===== src/logic/wid_defines.vh =====
// constants of the wake-up input debouncer: offsets, fields, resets, timing
// assumes a 100 MHz pclk and a nominal 32.768 kHz slow clock made from it
`ifndef WID_DEFINES_VH
`define WID_DEFINES_VH

// ==========================================
// sizes
`define WID_NUM_INPUTS 16
`define WID_ADDR_W 8

// ==========================================
// register byte offsets
`define WID_OFF_MODE 8'h00
`define WID_OFF_INPUT 8'h04
`define WID_OFF_STATUS 8'h08
`define WID_OFF_IRQ_STATUS 8'h0C
`define WID_OFF_IRQ_MASK 8'h10
`define WID_OFF_PINS 8'h14

// ==========================================
// field positions
`define WID_MODE_DBC_LSB 0
`define WID_MODE_DBC_MSB 2
`define WID_MODE_TAMP0_BIT 4
`define WID_MODE_TAMP1_BIT 5
`define WID_INPUT_EN_LSB 0
`define WID_INPUT_POL_LSB 16
`define WID_STATUS_WAKE_BIT 16
`define WID_IRQ_WAKE_BIT 0
`define WID_IRQ_TAMP0_BIT 1
`define WID_IRQ_TAMP1_BIT 2

// ==========================================
// reset values
`define WID_RST_DBC 3'h0
`define WID_RST_TAMP 2'h0
`define WID_RST_EN 16'h0000
`define WID_RST_POL 16'h0000
`define WID_RST_IRQ_MASK 3'h0
`define WID_RST_IRQ_STATUS 3'h0

// ==========================================
// timing
`define WID_CLK_PERIOD_NS 10
`define WID_SLOW_PERIOD_NS 30518
`define WID_SLOW_DIV (`WID_SLOW_PERIOD_NS / `WID_CLK_PERIOD_NS)
`define WID_DBC_0 16'h0001
`define WID_DBC_1 16'h0003
`define WID_DBC_2 16'h0020
`define WID_DBC_3 16'h0200
`define WID_DBC_4 16'h1000
`define WID_DBC_5 16'h8000
`define WID_TAMP_DBC 4'h3
`define WID_DRIVE_PERIOD 4'hF

`endif


===== src/logic/wid_wakeup_input_debouncer.v =====
// wake-up input debouncer: enable/polarity, shared debounce, source capture,
// two tamper debouncers, sensor drive waveform, APB registers and interrupt
// assumes asynchronous pins, a single pclk and an APB master on pclk
//
// Notes on behaviour
// - an input joins shared-debounce wake detection only while its enable bit is one
// - per-input polarity bit picks high or low as the active level
// - qualified active inputs are OR-combined into one shared debounce counter
// - debounce select picks 3, 32, 512, 4096 or 32768 slow clock cycles
// - select zero wakes at once after one slow period of activity
// - activity lasting past the chosen period starts a core supply wake-up
// - at a shared-debounce wake-up start all input states are captured into supply status; tamper wake-ups capture nothing
// - a later wake-up overwrites the earlier captured source
// - inputs zero and one each have their own low-power tamper debouncer
// - tamper wake-up happens only if its tamper debounce enable is set
// - tamper detection also works while the core supply is powered
// - the sensor drive waveform is produced in every power mode
//
// Implementation choices: the address map and the APB interface to the registers.
`include "wid_defines.vh"
`timescale 1ns/1ps
`default_nettype none

module wid_wakeup_input_debouncer
#(
  parameter SLOW_DIV = `WID_SLOW_DIV
)
(
  input wire pclk,
  input wire presetn,
  input wire psel,
  input wire penable,
  input wire pwrite,
  input wire [`WID_ADDR_W-1:0] paddr,
  input wire [31:0] pwdata,
  output reg [31:0] prdata,
  output reg pready,
  output reg pslverr,
  input wire [`WID_NUM_INPUTS-1:0] wake_input,
  output reg core_supply_wake,
  output reg [1:0] rtc_waveform_out,
  output reg irq
);

  localparam N = `WID_NUM_INPUTS;
  // last divider count; the slow period is only as exact as SLOW_DIV allows
  localparam [15:0] SLOW_LAST = SLOW_DIV[15:0] - 16'h0001;

  // ==========================================
  // pin synchronisers
  reg [N-1:0] pin_meta;
  reg [N-1:0] pin_sync;

  always @(posedge pclk or negedge presetn)
  begin
    if (!presetn)
    begin
      pin_meta <= {N{1'b0}};
      pin_sync <= {N{1'b0}};
    end
    else
    begin
      pin_meta <= wake_input;
      pin_sync <= pin_meta;
    end
  end

  // ==========================================
  // slow clock enable
  reg [15:0] div_cnt;
  reg slow_tick;

  always @(posedge pclk or negedge presetn)
  begin
    if (!presetn)
    begin
      div_cnt <= 16'h0000;
      slow_tick <= 1'b0;
    end
    else if (div_cnt >= SLOW_LAST)
    begin
      div_cnt <= 16'h0000;
      slow_tick <= 1'b1;
    end
    else
    begin
      div_cnt <= div_cnt + 16'h0001;
      slow_tick <= 1'b0;
    end
  end

  // ==========================================
  // configuration registers
  reg [2:0] wake_debounce_select;
  reg [1:0] tamper_debounce_enable;
  reg [N-1:0] wake_input_enable;
  reg [N-1:0] wake_level_polarity;
  reg [N-1:0] supply_status;
  reg wake_seen;
  reg [2:0] irq_status;
  reg [2:0] irq_mask;

  // ==========================================
  // qualification and shared debounce
  wire [N-1:0] qualified;
  genvar gi;
  generate
    for (gi = 0; gi < N; gi = gi + 1)
    begin : g_qual
      // polarity one means high is active
      assign qualified[gi] = wake_input_enable[gi] &
        ~(pin_sync[gi] ^ wake_level_polarity[gi]);
    end
  endgenerate

  wire any_active = |qualified;

  reg [15:0] dbc_limit;
  always @*
  begin
    case (wake_debounce_select)
      3'h0: dbc_limit = `WID_DBC_0;
      3'h1: dbc_limit = `WID_DBC_1;
      3'h2: dbc_limit = `WID_DBC_2;
      3'h3: dbc_limit = `WID_DBC_3;
      3'h4: dbc_limit = `WID_DBC_4;
      default: dbc_limit = `WID_DBC_5;
    endcase
  end

  reg [15:0] dbc_cnt;
  reg dbc_done;
  // fire one tick after the count reaches the limit, so the input has been
  // active for longer than the period, never for a partial first tick only
  wire wake_fire = slow_tick & any_active & ~dbc_done & (dbc_cnt >= dbc_limit);

  // held condition fires once; a fresh wake needs the inputs to go idle first
  always @(posedge pclk or negedge presetn)
  begin
    if (!presetn)
    begin
      dbc_cnt <= 16'h0000;
      dbc_done <= 1'b0;
    end
    else if (!any_active)
    begin
      dbc_cnt <= 16'h0000;
      dbc_done <= 1'b0;
    end
    else if (wake_fire)
    begin
      dbc_done <= 1'b1;
    end
    else if (slow_tick && !dbc_done)
    begin
      dbc_cnt <= dbc_cnt + 16'h0001;
    end
  end

  // ==========================================
  // tamper debouncers on inputs zero and one
  wire [1:0] tamp_fire;

  generate
    for (gi = 0; gi < 2; gi = gi + 1)
    begin : g_tamp
      reg [3:0] tcnt;
      reg tdone;
      // independent of any power state, so it runs with the core up too
      wire tact = ~(pin_sync[gi] ^ wake_level_polarity[gi]);
      assign tamp_fire[gi] = slow_tick & tact & ~tdone & tamper_debounce_enable[gi] &
        (tcnt + 4'h1 >= `WID_TAMP_DBC);
      always @(posedge pclk or negedge presetn)
      begin
        if (!presetn)
        begin
          tcnt <= 4'h0;
          tdone <= 1'b0;
        end
        else if (!tact || !tamper_debounce_enable[gi])
        begin
          tcnt <= 4'h0;
          tdone <= 1'b0;
        end
        else if (tamp_fire[gi])
        begin
          tdone <= 1'b1;
        end
        else if (slow_tick && !tdone)
        begin
          tcnt <= tcnt + 4'h1;
        end
      end
    end
  endgenerate

  // ==========================================
  // sensor drive waveform: one slow period on in every sixteen
  reg [3:0] drive_cnt;

  always @(posedge pclk or negedge presetn)
  begin
    if (!presetn)
    begin
      drive_cnt <= 4'h0;
      rtc_waveform_out <= 2'b00;
    end
    else if (slow_tick)
    begin
      drive_cnt <= (drive_cnt == `WID_DRIVE_PERIOD) ? 4'h0 : drive_cnt + 4'h1;
      rtc_waveform_out <= {2{drive_cnt == 4'h0}};
    end
  end

  // ==========================================
  // wake request and source capture
  always @(posedge pclk or negedge presetn)
  begin
    if (!presetn)
    begin
      core_supply_wake <= 1'b0;
      supply_status <= {N{1'b0}};
      wake_seen <= 1'b0;
    end
    else
    begin
      // tamper wakes leave the captured source alone
      core_supply_wake <= wake_fire | (|tamp_fire);
      if (wake_fire)
      begin
        supply_status <= pin_sync;
        wake_seen <= 1'b1;
      end
    end
  end

  // ==========================================
  // APB slave: zero-wait answer, decoded in the setup cycle
  wire setup = psel & ~penable;
  wire access = psel & penable & pready;
  wire do_write = access & pwrite & ~pslverr;

  reg [31:0] next_prdata;
  reg next_err;
  always @*
  begin
    next_prdata = 32'h0000_0000;
    next_err = 1'b0;
    case (paddr)
      `WID_OFF_MODE:
        next_prdata = {26'h0, tamper_debounce_enable, 1'b0, wake_debounce_select};
      `WID_OFF_INPUT:
        next_prdata = {wake_level_polarity, wake_input_enable};
      `WID_OFF_STATUS:
        next_prdata = {15'h0, wake_seen, supply_status};
      `WID_OFF_IRQ_STATUS:
        next_prdata = {29'h0, irq_status};
      `WID_OFF_IRQ_MASK:
        next_prdata = {29'h0, irq_mask};
      // live pin view lets software check idle inputs before backup
      `WID_OFF_PINS:
        next_prdata = {16'h0, pin_sync};
      default:
        next_err = 1'b1;
    endcase
  end

  always @(posedge pclk or negedge presetn)
  begin
    if (!presetn)
    begin
      prdata <= 32'h0000_0000;
      pready <= 1'b0;
      pslverr <= 1'b0;
    end
    else
    begin
      pready <= setup;
      if (setup)
      begin
        prdata <= pwrite ? 32'h0000_0000 : next_prdata;
        pslverr <= next_err;
      end
      else if (access)
      begin
        prdata <= 32'h0000_0000;
        pslverr <= 1'b0;
      end
    end
  end

  // ==========================================
  // register writes and interrupt
  wire [2:0] irq_events = {tamp_fire[1], tamp_fire[0], wake_fire};
  wire status_wr = do_write && paddr == `WID_OFF_IRQ_STATUS;

  always @(posedge pclk or negedge presetn)
  begin
    if (!presetn)
    begin
      wake_debounce_select <= `WID_RST_DBC;
      tamper_debounce_enable <= `WID_RST_TAMP;
      wake_input_enable <= `WID_RST_EN;
      wake_level_polarity <= `WID_RST_POL;
      irq_mask <= `WID_RST_IRQ_MASK;
    end
    else
    begin
      if (do_write && paddr == `WID_OFF_MODE)
      begin
        wake_debounce_select <= pwdata[`WID_MODE_DBC_MSB:`WID_MODE_DBC_LSB];
        tamper_debounce_enable <= {pwdata[`WID_MODE_TAMP1_BIT], pwdata[`WID_MODE_TAMP0_BIT]};
      end
      if (do_write && paddr == `WID_OFF_INPUT)
      begin
        wake_input_enable <= pwdata[`WID_INPUT_EN_LSB+N-1:`WID_INPUT_EN_LSB];
        wake_level_polarity <= pwdata[`WID_INPUT_POL_LSB+N-1:`WID_INPUT_POL_LSB];
      end
      if (do_write && paddr == `WID_OFF_IRQ_MASK)
        irq_mask <= pwdata[2:0];
    end
  end

  // ==========================================
  // interrupt status and line
  always @(posedge pclk or negedge presetn)
  begin
    if (!presetn)
    begin
      irq_status <= `WID_RST_IRQ_STATUS;
      irq <= 1'b0;
    end
    else
    begin
      // a new event in the clearing cycle survives the clear
      irq_status <= (irq_status & ~(status_wr ? pwdata[2:0] : 3'h0)) | irq_events;
      irq <= |(irq_status & irq_mask);
    end
  end

endmodule

`default_nettype wire


===== config.mk =====
export PLATFORM = sky130hd
export DESIGN_NAME = wid_wakeup_input_debouncer
export DESIGN_NICKNAME = d
export VERILOG_FILES = /design/src/logic/wid_wakeup_input_debouncer.v
export VERILOG_INCLUDE_DIRS = /design/src /design/src/logic
export SDC_FILE = /design/constraint.sdc
export NUM_CORES = 1
export LEC_CHECK = 0
export ABC_AREA = 1
export BUFFER_PORTS_ARGS = -buffer_cell sky130_fd_sc_hd__buf_2
export CAP_MARGIN = 10
export CORE_MARGIN = 5
export CORE_UTILIZATION = 50
export DETAILED_ROUTE_END_ITERATION = 10
export PLACE_DENSITY = 0.7
export SYNTH_ARGS = -nofsm -noshare
export SYNTH_HDL_FRONTEND = slang
export SYNTH_SLANG_ARGS = --single-unit

===== constraint.sdc =====
create_clock -name pclk -period 5.8 [get_ports pclk]
set_input_delay 0.29 -clock pclk [delete_from_list [all_inputs] [get_ports pclk]]
set_output_delay 0.29 -clock pclk [all_outputs]
set_load 0.1 [all_outputs]

Yosys cells after proc, flatten, opt, wreduce, memory -nomap -nowiden --
Cells that the tools add are included.
Operators by class: equality and inequality tests 15, $lt $le $gt $ge 4, reduce and logical (&&, ||, !) cells 29, bitwise gates (word level) 74, muxes and demuxes 27, add/sub/neg operators 5
Operators by type and width (count):
- 32-bit case mux with 6 select lines | 1
- 32-bit 2-to-1 mux | 3
- 16-bit case mux with 5 select lines | 1
- 16-bit 2-to-1 mux | 4
- 16-bit by 1-bit adder with 16-bit output (second input constant) | 2
- 1-bit AND | 32
- 4-bit 2-to-1 mux | 7
- 1-bit NOT | 21
- 8-bit by 4-bit == test with 1-bit output (second input constant) | 2
- 8-bit by 5-bit == test with 1-bit output (second input constant) | 2
- 16-bit by 12-bit greater-or-equal comparator with 1-bit output (second input constant) | 1
- 16-bit greater-or-equal comparator | 1
- 16-bit OR reduction | 1
- 1-bit bitwise XOR | 16
- 4-bit by 1-bit adder with 4-bit output (second input constant) | 3
- 1-bit 2-to-1 mux | 10
- 2-bit nonzero test | 5
- 8-bit by 3-bit == test with 1-bit output (second input constant) | 1
- 4-bit by 2-bit greater-or-equal comparator with 1-bit output (second input constant) | 2
- 8-bit logical NOT | 1
- 2-bit by 1-bit inequality test with 1-bit output (second input constant) | 4
- 1-bit logical AND | 7
- 3-bit AND | 2
- 3-bit by 2-bit == test with 1-bit output (second input constant) | 2
- other kinds (16) | 23
Word-level totals: register bits after elaboration 177, output and inout port bits 38

Logic depth before layout (Yosys ltp) --
Gate-level depths: netlist (run 1).
depth in word-level cells 9, mapped depth 14, mapped depth without buffers 13

Least setup slack after synthesis (run 1) --
No wires, ideal clock.
path kind flip-flop to flip-flop, start reg pready, end reg wake_level_polarity[12], arrival time 1.871 ns, cell stages (with the launch flop) 7, period minus slack after synthesis 1.993 ns, path slack 3.807 ns, buffers on the path 1, setup time 0.122 ns, cells stage by stage dfrtp_1 nand2_1 nor4_4 nand2_4 buf_2 nor2_1 a21oi_1
Between the ends: word-level cells in the longest chain between the ends 4
RTL lines:
- start: declaration | RTL line wid_wakeup_input_debouncer.v:37 | output reg pready,
- start signal: assignment | RTL line wid_wakeup_input_debouncer.v:278 | pready <= setup;
- 1-bit AND | RTL line wid_wakeup_input_debouncer.v:240 | wire access = psel & penable & pready;
- 1-bit AND (2 in a row) | RTL line wid_wakeup_input_debouncer.v:241 | wire do_write = access & pwrite & ~pslverr;
- 1-bit logical AND (no line)
- end signal: assignment | RTL line wid_wakeup_input_debouncer.v:304 | wake_level_polarity <= `WID_RST_POL;
- end signal: assignment | RTL line wid_wakeup_input_debouncer.v:317 | wake_level_polarity <= pwdata[`WID_INPUT_POL_LSB+N-1:`WID_INPUT_POL_LSB];
- end: declaration | RTL line wid_wakeup_input_debouncer.v:97 | reg [N-1:0] wake_level_polarity;
Every way passes these cells. A chain may end at the register's enable or synchronous reset.

Final worst setup path (run 1) --
start reg wake_debounce_select[0], end reg dbc_cnt[3]
Between the ends: word-level cells in the longest chain between the ends 6, elaborated cells between the ends (all ways) 10, those cells by class 1 x order compare; 5 x eq/ne; 1 x mux; 1 x bitwise; 2 x reduce/logical
RTL lines:
- start: declaration | RTL line wid_wakeup_input_debouncer.v:94 | reg [2:0] wake_debounce_select;
- start signal: assignment | RTL line wid_wakeup_input_debouncer.v:301 | wake_debounce_select <= `WID_RST_DBC;
- start signal: assignment | RTL line wid_wakeup_input_debouncer.v:311 | wake_debounce_select <= pwdata[`WID_MODE_DBC_MSB:`WID_MODE_DBC_LSB];
- 3-bit == test, or another cell as far along | RTL line wid_wakeup_input_debouncer.v:121 | case (wake_debounce_select)
- 16-bit case mux with 5 select lines * | RTL line wid_wakeup_input_debouncer.v:121
- 16-bit greater-or-equal comparator * | RTL line wid_wakeup_input_debouncer.v:135 | wire wake_fire = slow_tick & any_active & ~dbc_done & (dbc_cnt >= dbc_limit);
- 1-bit AND * | RTL line wid_wakeup_input_debouncer.v:135
- 2-bit inequality test (no line) *
- 2-bit AND reduction (no line) *
- end signal: assignment | RTL line wid_wakeup_input_debouncer.v:156 | dbc_cnt <= dbc_cnt + 16'h0001;
- end: declaration | RTL line wid_wakeup_input_debouncer.v:131 | reg [15:0] dbc_cnt;
Every way passes the cells marked *; elsewhere a longest branch is shown, timed or not.

==> impl_results.md, run 1 <==
* RSZ-0062 raised after global routing: false
* Clk pin slew, worst setup/hold paths at ~0.07 ns
* Critical Path Fanout Max at 16
* Syn Std Cell Area at a little over 0.008 sq mm
* Most used DFF post-synth: dfrtp_1
* DRT iter0 DRCs at 487
* Crit path launch type: flip-flop
* Vias at ~6.7k
* Setup Crit Path Kind: flip-flop to flip-flop
* GR Overflow Total at 0
* Inserted Clock Buffers at 17
* GRT Total Usage at between 20% and 30%
* Net Sw Power at 732.2 uW
* Seq cells post-synth at around 180
* Later-pin clock latency in the skew report at 0.44 ns
* Ys async rst share at between 90% and 100%
* Placer Congestion at around 0.92
* Number of synthesized flops with an enable pin at 0
* Chip width at ~140 microns
* Failing checks: negative hold slack
* Syn Inst Count at slightly below 1k
* Total wire length at ~19000 microns
* Switching Share at roughly 28%
* DR pass1 iterations at 5
* Relative slew slack at a little over a quarter
* Min-delay worst type: input pin to async pin
* # setup viols final at 0
* DIE AREA at slightly below 0.02 sq mm
* Status: finished, violations left
* Max Fclk at roughly 410 MHz
* Final period util at between 40% and 50%
* Root Driver: clkbuf_16
* # diodes at 0
* Cell-internal power at about 1900 uW
* Post-DP HPWL at between 10000 and 15000 microns
* Setup crit end kind: flip-flop
* Min setup slack post-route at around 3.4 ns
* Share of post-route cells with drive strength above 1 at 14.22%
* Fin. Hold Viols at 6
* WL/cell at around 14 microns
* Pwr Density at between 200 and 300 mW/mm^2
* TritonCTS clock tree: done
* Hold WS at -0.03643 ns
* Max-cap violation count at 0
* Global-route wire length before repair at between 30000 and 40000 microns
* Core area at 0.01647 sq mm
* Post-Layout Cell Count at around 1.3k
* Antenna viol nets, final at 0
* Die Span Y at between 100 and 150 microns
* H-tree depth at 4
* Clock skew at ~0.012 ns
* Synth cell types at 36
* Vias per Instance at approximately 5
* Hold Buf Count CTS at 16
* Register share of total power at 49.1%
* Site Rows at 47
* # port buffers at between 90 and 100
* I/O pin cnt at slightly below 100
* Crit path cell chain: o21ai_0 -> ha_1 -> nand2_1 -> nand2_1 -> a21oi_1 -> nand2_1 -> inv_1 -> nand4_1 -> nand3_1 -> nand2_1
* CTS Sinks at 177
* CP most frequent cell: nand2_1
* Starting Density at about 50%
* Clk buf depth at 2
* Initial antenna violation count at 0
* Crit path largest cell delay at around 0.58 ns
* Post-CTS sizing at 0
* Yosys warns at 0
* Layout area overhead at 16.44%
* Critical path required time at 6.11 ns
* Register area share after synthesis at approximately 53%
* Placed insts at around 1.3k
* Worst slew pin tran at 1.086 ns
* Largest net degree at the start of global routing at between 100 and 150
* Final #Nets at about 1.2k
* Slowest-stage cell, CP: nand4_1
* Worst EP arrival at roughly 2.7 ns
* Vias in the first global route at 6484
* Worst vdd ir at 0.2131 mV
* Power consumption at ~2600 uW
* Clock Power Share at a little over two fifths
* Place WS at 3.299 ns
* Synthesized area per cell at around 8.4 sq um
* Comb pwr share at 7.1%
* Residual DRC at 0
* Static leakage at approximately 0.005 uW
* Final Slew Violations at 0
* Post-CTS Setup Bufs at 0
* Fin Setup TNS at 0 ns
* Post-layout minimum cycle time at 2.425 ns
area by class of cell:
cell class / instances / area (sq um)
multi-input cells: 663 / 3261
inverters: 117 / 439.2
clock buffers: 17 / 425.4
fillers: 1474 / 6795
clock inverters: 15 / 176.4
flip-flops and latches: 177 / 4429
repair buffers: 115 / 664.4
well taps: 220 / 275.3
cells by family (layout without fill, tap and decap cells):
group                      count (synthesis)  in the layout  synth area share, %
buffers and inverters                    146            264                7.547
xor gates and xnor gates                  18             18                1.898
AOI/OAI and AO/OA                        100            100                7.367
and+or+nand+nor                          526            526                27.55
adders and majority gates                 15             15                2.260
other                                      1              4              0.04515
DFF                                      177            177                53.33
power by group through the flow:
| stage | Combinational [uW] | Sequential [uW] | Clock [uW] |
|---|---|---|---|
| finish | 188 | 1300 | 1160 |
| global route | 216 | 1300 | 1240 |
| CTS | 192 | 1290 | 1180 |
| detailed placement | 183 | 1320 | 0 |
| global placement | 181 | 1320 | 0 |
| floorplan | 92.9 | 1340 | 0 |
synthesized netlist by cell type, types with 2 or more instances:
library cell  number  area, sq um
inv_2             10        37.54
o31ai_1           16        120.1
nor3b_1            6        45.04
nor2_4             2        22.52
o21ai_0           27        135.1
ha_1              15        187.7
clkbuf_1           8        30.03
xor2_1            16        140.1
inv_1            107        401.6
xnor2_1            2        17.52
nor2_2             4        25.02
o21ai_1            5        25.02
nand2_1          322         1209
nor2_1            65        244.0
nand2_4            2        22.52
nand4_1            6        37.54
and2_1             2        12.51
buf_6              6        67.56
o211ai_1          11        82.58
nor3_1            12        60.06
buf_4              6        45.04
nor3_2             3        30.03
buf_2              9        45.04
o21bai_1          17        127.6
nand3_1           85        425.4
nand3_2            2        20.02
dfrtp_1          177         4429
nand3b_1          10        75.07
a21oi_1           23        115.1
sequential cells by signal, summed over array words and instances, names as in the netlist:
register / cells
core_supply_wake: 1
dbc_cnt: 16
dbc_done: 1
div_cnt: 16
drive_cnt: 4
g_tamp.tcnt: 8
g_tamp.tdone: 2
irq: 1
irq_mask: 3
irq_status: 3
pin_meta: 16
pin_sync: 16
prdata: 32
pready: 1
pslverr: 1
rtc_waveform_out: 1
slow_tick: 1
supply_status: 16
tamper_debounce_enable: 2
wake_debounce_select: 3
wake_input_enable: 16
wake_level_polarity: 16
wake_seen: 1
cells in the final DEF, fill, tap and decap left out, types with 2 or more instances in the layout:
cell | synthesis | layout
o31ai_1 | 16 | 16
dlygate4sd3_1 | 0 | 16
nor2_2 | 4 | 4
nand4_1 | 6 | 6
xor2_1 | 16 | 16
o21ai_1 | 5 | 5
nand3_1 | 85 | 85
o21bai_1 | 17 | 17
nor2_4 | 2 | 2
clkinv_8 | 0 | 3
inv_1 | 107 | 107
nand3_2 | 2 | 2
and2_1 | 2 | 2
clkinvlp_4 | 0 | 2
inv_6 | 0 | 4
ha_1 | 15 | 15
nand3b_1 | 10 | 10
dfrtp_1 | 177 | 177
inv_12 | 0 | 2
o21ai_0 | 27 | 27
o211ai_1 | 11 | 11
buf_2 | 9 | 97
inv_2 | 10 | 10
nor2_1 | 65 | 65
nor3_1 | 12 | 12
nor3_2 | 3 | 3
nor3b_1 | 6 | 6
inv_8 | 0 | 4
clkbuf_16 | 0 | 17
nand2_4 | 2 | 2
a21oi_1 | 23 | 23
conb_1 | 1 | 4
xnor2_1 | 2 | 2
nand2_1 | 322 | 322
worst paths after layout:
path | start | end | slack [ns] | cells after the start
min in group pclk | pwdata[7] | wake_input_enable[7] | 0.09 | 3
hold reg to reg | pin_meta[3] | pin_sync[3] | 0.35 | 0
hold / removal | presetn | dbc_cnt[10] | -0.04 | 1
setup / recovery | wake_debounce_select[0] | dbc_cnt[3] | 3.38 | 10
max in group asynchronous | presetn | wake_input_enable[9] | 4.44 | 2
setup reg to reg | wake_debounce_select[0] | dbc_cnt[3] | 3.38 | 10
layer usage:
metal | global-route usage, % | vias up | routed length [microns]
met5 | 0 | - | 0
met4 | 4.222 | 0 | 162
met3 | 5.207 | 14 | 1217
met2 | 29.92 | 188 | 8219
met1 | 30.62 | 3195 | 9461
li1 | - | 3342 | -
critical path, delay by kind of cell (launching register included):
| family | cells | cell delay (ns) |
|---|---|---|
| AOI/OAI and AO/OA | 2 | 0.34 |
| adders and majority gates | 1 | 0.29 |
| buffers and inverters | 1 | 0.08 |
| DFF | 1 | 0.45 |
| and+or+nand+nor | 6 | 1.14 |
metrics by stage:
step           area (sq um)  util (%)
5_1_grt                9671     58.73
6_report               9671     58.73
3_3_place_gp           8909     54.10
4_1_cts                9671     58.73
3_5_place_dp           8909     54.10
2_1_floorplan          8317         -
Note: power is estimated with default switching activity, not from simulation.
==> run 2, diff against run 1 <==
--- a/config.mk
+++ b/config.mk
@@ -6,13 +6,13 @@
 export SDC_FILE = /design/constraint.sdc
 export NUM_CORES = 1
 export LEC_CHECK = 0
-export ABC_AREA = 1
+export ABC_AREA = 0
 export BUFFER_PORTS_ARGS = -buffer_cell sky130_fd_sc_hd__buf_2
 export CAP_MARGIN = 10
 export CORE_MARGIN = 5
 export CORE_UTILIZATION = 50
 export DETAILED_ROUTE_END_ITERATION = 10
-export PLACE_DENSITY = 0.7
+export PLACE_DENSITY = 0.71
 export SYNTH_ARGS = -nofsm -noshare
 export SYNTH_HDL_FRONTEND = slang
 export SYNTH_SLANG_ARGS = --single-unit
==> constraint.sdc (replaced) <==
create_clock -name pclk -period 2.25 [get_ports pclk]
set_input_delay 0.1125 -clock pclk [delete_from_list [all_inputs] [get_ports pclk]]
set_output_delay 0.1125 -clock pclk [all_outputs]
set_load 0.1 [all_outputs]
==> impl_results.md, run 2 <==
* Placer Congestion at roughly 0.87
* Register area at 0.004431 sq mm
* Post-DP HPWL at between 10000 and 15000 microns
* Hold WS at approximately 0.03 ns
* Number of synthesized flops with an enable pin at 0
* Site Rows at 45
* # port buffers at just under 100
* Worst vdd ir at between 0.4 and 0.5 mV
* Syn Inst Count at approximately 620
* Worst R2R End: dbc_cnt[10]
* Vias per Instance at between 5 and 6
* Antenna viol nets, final at 0
* Ys async rst share at 100.0%
* Starting Density at just over 50%
* Residual DRC at 0
* Commonest non-fill, non-tap cells in the layout: 176 x dfrtp_1, 98 x buf_2, 49 x dlygate4sd3_1
* Critical path required time at roughly 2.6 ns
* Most used DFF post-synth: dfrtp_1
* WL/cell at just under 20 microns
* Post-synth top cells: 177 x dfrtp_1, 43 x nand2_1, 30 x mux2_1
* End of the worst hold path: pready
* I/O pin cnt at between 90 and 100
* Placed insts at between 900 and 1k
* Synth cell types at 56
* Die Span Y at ~130 microns
* DR pass1 iterations at 6
* Initial antenna violation count at 0
* Final design utilization at 66.16%
* Max Fclk at roughly 370 MHz
* Clk buf depth at 2
* Hold Startpoint: psel
* Total wire length at ~20000 microns
* Vias at about 5.9k
* Worst Setup SP: wake_debounce_select[1]
* Largest register FFs at 32
* # setup viols final at 36
* CTS Sinks at ~180
* Min setup slack post-route at -0.4394 ns
* Final Slew Violations at 0
* Register area share after synthesis at around three fifths
* Proportion of netlist area held by the largest area contributor at 58.56%
* Worst slew pin tran at about 0.59 ns
* RSZ-0062 raised after global routing: true
* Chip width at 133.0 microns
* Area of the multi-input gates at around 0.0032 sq mm
* Final #Nets at approximately 900
* Crit path launch type: flip-flop
* # diodes at 0
* Clk pin slew, worst setup/hold paths at about 0.070 ns
* Vias in the first global route at roughly 6.3k
* Clock skew at approximately 0.013 ns
* Reg2reg start: wake_debounce_select[1]
* Largest net degree at the start of global routing at 64
* Fin. Hold Viols at 0
* Relative slew slack at between 60 and 70%
* Min-delay worst type: input pin to flip-flop
* Inserted Clock Buffers at 17
* Post-layout minimum cycle time at around 2.7 ns
* Layout area overhead at 31.50%
* DRT iter0 DRCs at approximately 430
* Synth top area cells: dfrtp_1 59%, mux2_1 4.5%, mux2_2 3.3%
* Post-Layout Cell Count at roughly 1.0k
* Most common cell after layout, fill and taps aside: dfrtp_1
* Syn Std Cell Area at 0.007564 sq mm
* Synthesized area per cell at 12.22 sq um
* Root Driver: clkbuf_16
* Global-route wire length before repair at ~33000 microns
* Critical Path Fanout Max at 11
* Max-cap violation count at 0
* GRT Total Usage at approximately 23%
* Core area at roughly 0.015 sq mm
* Top-count cell post-synth: dfrtp_1
* H-tree depth at 4
* Hold path depth at 2
* Static leakage at approximately 0.0048 uW
* # fillers at approximately 1.0k
* Pwr Density at 680.5 mW/mm^2
* Setup Crit Path Kind: flip-flop to flip-flop
* Failing checks: negative setup slack
* Final period util at 119.5%
* Setup crit end kind: flip-flop
* R2r worst-path depth at 8
* Share of post-route cells with drive strength above 1 at around 30%
* GR Overflow Total at 0
* DIE AREA at approximately 0.018 sq mm
* Post-synth top area cell: dfrtp_1
* Yosys warns at 0
* TritonCTS clock tree: done
* Seq cells post-synth at around 180
* Flop2flop setup slack at -0.44 ns
* Status: finished, violations left
* Worst EP arrival at roughly 3 ns
* Most flops, register: prdata
* Later-pin clock latency in the skew report at 0.43 ns
-- run 2: cells by family (layout without fill, tap and decap cells) --
group	count (synthesis)	after routing	share of synthesized area, %
and+or+nand+nor	164	164	11.28
adders and majority gates	15	15	2.481
other	1	4	0.04958
AOI/OAI and AO/OA	123	123	11.73
xor gates and xnor gates	28	28	3.242
DFF	177	177	58.56
muxes	66	66	10.09
buffers and inverters	45	251	2.564
-- run 2: worst max-delay path by stage --
stage | slack (ns) | endpoint
2_1_floorplan | -0.23 | dbc_cnt[8]
3_3_place_gp | -0.30 | supply_status[0]
3_5_place_dp | -0.43 | dbc_cnt[10]
4_1_cts | -0.40 | dbc_cnt[10]
5_1_grt | -0.50 | dbc_cnt[14]
6_report | -0.44 | dbc_cnt[10]
-- run 2: cell type report --
type | instances | area share, %
Multi-Input combinational cell | 400 | 31.93
Clock buffer | 20 | 4.390
Timing Repair Buffer | 203 | 14.88
Tap cell | 188 | 2.365
Clock inverter | 12 | 1.283
Sequential cell | 177 | 44.55
Inverter | 16 | 0.6038
-- run 2: critical path, cell delays in order (launching register included) --
cell and delay [ns]:
dfrtp_1 0.42, or3b_4 0.42, ha_4 0.17, or3_4 0.33
a311oi_4 0.25, o2111ai_2 0.16, buf_6 0.18, or4_4 0.51
a21oi_2 0.16
-- run 2: what timing repair did --
item | 4_1_cts | 5_1_grt
hold buffers | 49 | 0
cloned | 2 | 1
setup buffers | 5 | 2
setup endpoints to repair | 36 | 36
pin swaps | 1 | 5
gates resized for setup | 23 | 24
hold endpoints to repair | 110 | 0
-- run 2: layer usage --
layer / part of all wire [%] / global-route usage, %
met1: 42 / 29.41
met2: 51 / 39.39
met3: 5.3 / 5.019
met5: 0 / 0
met4: 2.4 / 7.852
-- run 2: per-stage QoR --
step / power (uW) / TNS, ns / setup slack [ns] / instance area [sq um]
6_report: 6768 / -11.76 / -0.4394 / 9946
3_3_place_gp: 3882 / -8.113 / -0.3016 / 8630
2_1_floorplan: 3693 / -4.057 / -0.2338 / 7650
5_1_grt: 7028 / -14.87 / -0.4995 / 9946
4_1_cts: 6804 / -11.45 / -0.3998 / 9838
3_5_place_dp: 3914 / -11.48 / -0.4305 / 8630
-- run 2: report_power, final --
part	total (uW)	internal, uW	switching, uW
logic	602	231	371
registers	3340	3270	71.8
clock network	2830	1560	1270
==> run 3, diff against run 2 <==
--- a/config.mk
+++ b/config.mk
@@ -10,9 +10,9 @@
 export BUFFER_PORTS_ARGS = -buffer_cell sky130_fd_sc_hd__buf_2
 export CAP_MARGIN = 10
 export CORE_MARGIN = 5
-export CORE_UTILIZATION = 50
+export CORE_UTILIZATION = 49
 export DETAILED_ROUTE_END_ITERATION = 10
-export PLACE_DENSITY = 0.71
+export PLACE_DENSITY = 0.69
 export SYNTH_ARGS = -nofsm -noshare
 export SYNTH_HDL_FRONTEND = slang
 export SYNTH_SLANG_ARGS = --single-unit
==> constraint.sdc (replaced) <==
create_clock -name pclk -period 2.25 [get_ports pclk]
set_input_delay 0.225 -clock pclk [delete_from_list [all_inputs] [get_ports pclk]]
set_output_delay 0.225 -clock pclk [all_outputs]
set_load 0.1 [all_outputs]
==> impl_results.md, run 3 (synthesis results as in run 2) <==
* Status: finished, violations left
* Failing checks: negative setup slack
* Vias per Instance at roughly 5.7
* R2r worst-path depth at 10
* Area of the multi-input gates at 0.003099 sq mm
* Vias in the first global route at 5873
* Final #Nets at 862
* Layout area overhead at 27.18%
* Crit path launch type: flip-flop
* Post-DP HPWL at between 10000 and 15000 microns
* Total wire length at approximately 19000 microns
* Fin area at just under 0.01 sq mm
* Setup crit end kind: flip-flop
* Starting Density at around half
* Setup Crit Path Kind: flip-flop to flip-flop
* Initial antenna violation count at 0
* Largest net degree at the start of global routing at 61
* # fillers at 1140
* H-tree depth at 4
* Largest register FFs at 32
* Global-route wire length before repair at between 30000 and 40000 microns
* M1 WL at 8161 microns
* RSZ-0062 raised after global routing: true
* TritonCTS clock tree: done
* Worst vdd ir at ~0.54 mV
* Root Driver: clkbuf_16
* Min-delay worst type: input pin to flip-flop
* Min setup slack post-route at -0.4355 ns
* Worst EP arrival at approximately 3.0 ns
* # setup viols final at 36
* WL met3 at roughly 740 microns
* # diodes at 0
* GRT Total Usage at between 20% and 30%
* Vias at 5610
* Core area at ~0.015 sq mm
* Final period util at 119.4%
* Post-placement cell area at 0.008660 sq mm
* Met2 wire len at ~9300 microns
* Most common cell after layout, fill and taps aside: dfrtp_1
* Site Rows at 45
* I/O pin cnt at 99
* CTS Sinks at roughly 180
* Relative slew slack at between 60% and 70%
* Die Span Y at 134.2 microns
* Static leakage at 0.004667 uW
* Final Slew Violations at 0
* Max-cap violation count at 0
* Clk pin slew, worst setup/hold paths at 0.07 ns
* Later-pin clock latency in the skew report at about 0.43 ns
* Inserted Clock Buffers at 17
* DRT iter0 DRCs at 301
* Max Fclk at 372.4 MHz
* Share of post-route cells with drive strength above 1 at 29.91%
* # port buffers at 98
* Chip width at around 130 microns
* Post-layout minimum cycle time at ~2.7 ns
* DR pass1 iterations at 6
* Clock skew at 0.01153 ns
* Placer Congestion at around 0.84
* Most flops, register: prdata
* Register area at around 0.0044 sq mm
* Max layer used: met4
* Residual DRC at 0
* Commonest non-fill, non-tap cells in the layout: 175 x dfrtp_1, 97 x buf_2, 42 x nand2_1
* Place WS at -0.4227 ns
* Fin. Hold Viols at 0
* Critical path required time at roughly 2.6 ns
* Hold path depth at 2
* DIE AREA at roughly 0.018 sq mm
* WL/cell at around 19 microns
* Critical Path Fanout Max at 7
* Worst slew pin tran at between 0.5 and 0.6 ns
* GR Overflow Total at 0
* Clk buf depth at 2
* Antenna viol nets, final at 0
* Pwr Density at 704.4 mW/mm^2
-- run 3: cell types whose count changed in the layout (fill, tap and decap cells not counted), moves of 3 or more --
cell	delta
a21oi_2	-4
dlygate4sd3_1	-25
clkbuf_1	-3
or3_4	-3
or3_1	+3
buf_6	-3
a21oi_1	+4
buf_12	+3
-- run 3: metrics by stage --
| step | hold slack, ns | utilization [%] | total power (uW) | instances | setup TNS [ns] |
|---|---|---|---|---|---|
| 4_1_cts | 0.001549 | 63.25 | 6814 | 986 | -12.64 |
| 6_report | 0.01554 | 63.51 | 6775 | 987 | -13.09 |
| 3_5_place_dp | 0.2360 | 57.17 | 3913 | 925 | -12.44 |
| 3_3_place_gp | 0.2347 | 57.17 | 3883 | 925 | -9.982 |
| 5_1_grt | 0.009415 | 63.51 | 7019 | 987 | -17.65 |
| 2_1_floorplan | -0.07059 | - | 3693 | 622 | -4.057 |
-- run 3: final timing paths --
kind	from	to	slack, ns
min in group asynchronous	presetn	drive_cnt[0]	0.34
worst max-delay path	wake_debounce_select[2]	dbc_cnt[6]	-0.44
max in group asynchronous	presetn	div_cnt[2]	1.18
worst min register to register	pin_meta[3]	pin_sync[3]	0.35
worst max register to register	wake_debounce_select[2]	dbc_cnt[6]	-0.44
worst min-delay path	pwdata[3]	wake_input_enable[3]	0.02
-- run 3: power breakdown --
group / total [uW] / switching (uW) / internal [uW] / leakage (uW)
combinational: 560 / 356 / 204 / 0.00203
sequential: 3340 / 70.0 / 3270 / 0.00235
clock: 2880 / 1320 / 1560 / 0.000281
total: 6780 / 1750 / 5030 / 0.00467
-- run 3: cell type report --
type                            instances  share of cell area (%)
Inverter                               16                  0.6243
Tap cell                              188                   2.445
Clock inverter                         15                   1.522
Multi-Input combinational cell        400                   32.22
Clock buffer                           17                   4.422
Sequential cell                       177                   46.07
Timing Repair Buffer                  174                   12.70
-- run 3: repair_timing --
action / 4_1_cts / 5_1_grt
resized for setup: 18 / 8
pin swaps: 4 / 0
setup buffers: 3 / 1
hold buffers: 24 / 0
endpoints found under the setup margin: 36 / 36
cloned: 2 / 0
endpoints found under the hold margin: 79 / 0
-- run 3: per-layer routing --
layer,GRT usage [%],vias to the layer above
li1,-,2587
met1,28.26,2861
met2,35.45,135
met3,4.126,27
met4,6.957,0
met5,0,-
-- run 3: critical path: stages (launching register included) --
cell	delay, ns
dfrtp_1	0.41
buf_4	0.15
nand3b_1	0.16
ha_1	0.20
o31a_1	0.25
o31ai_2	0.27
buf_4	0.16
o2111ai_2	0.16
buf_6	0.18
or4_1	0.50
a21oi_2	0.16
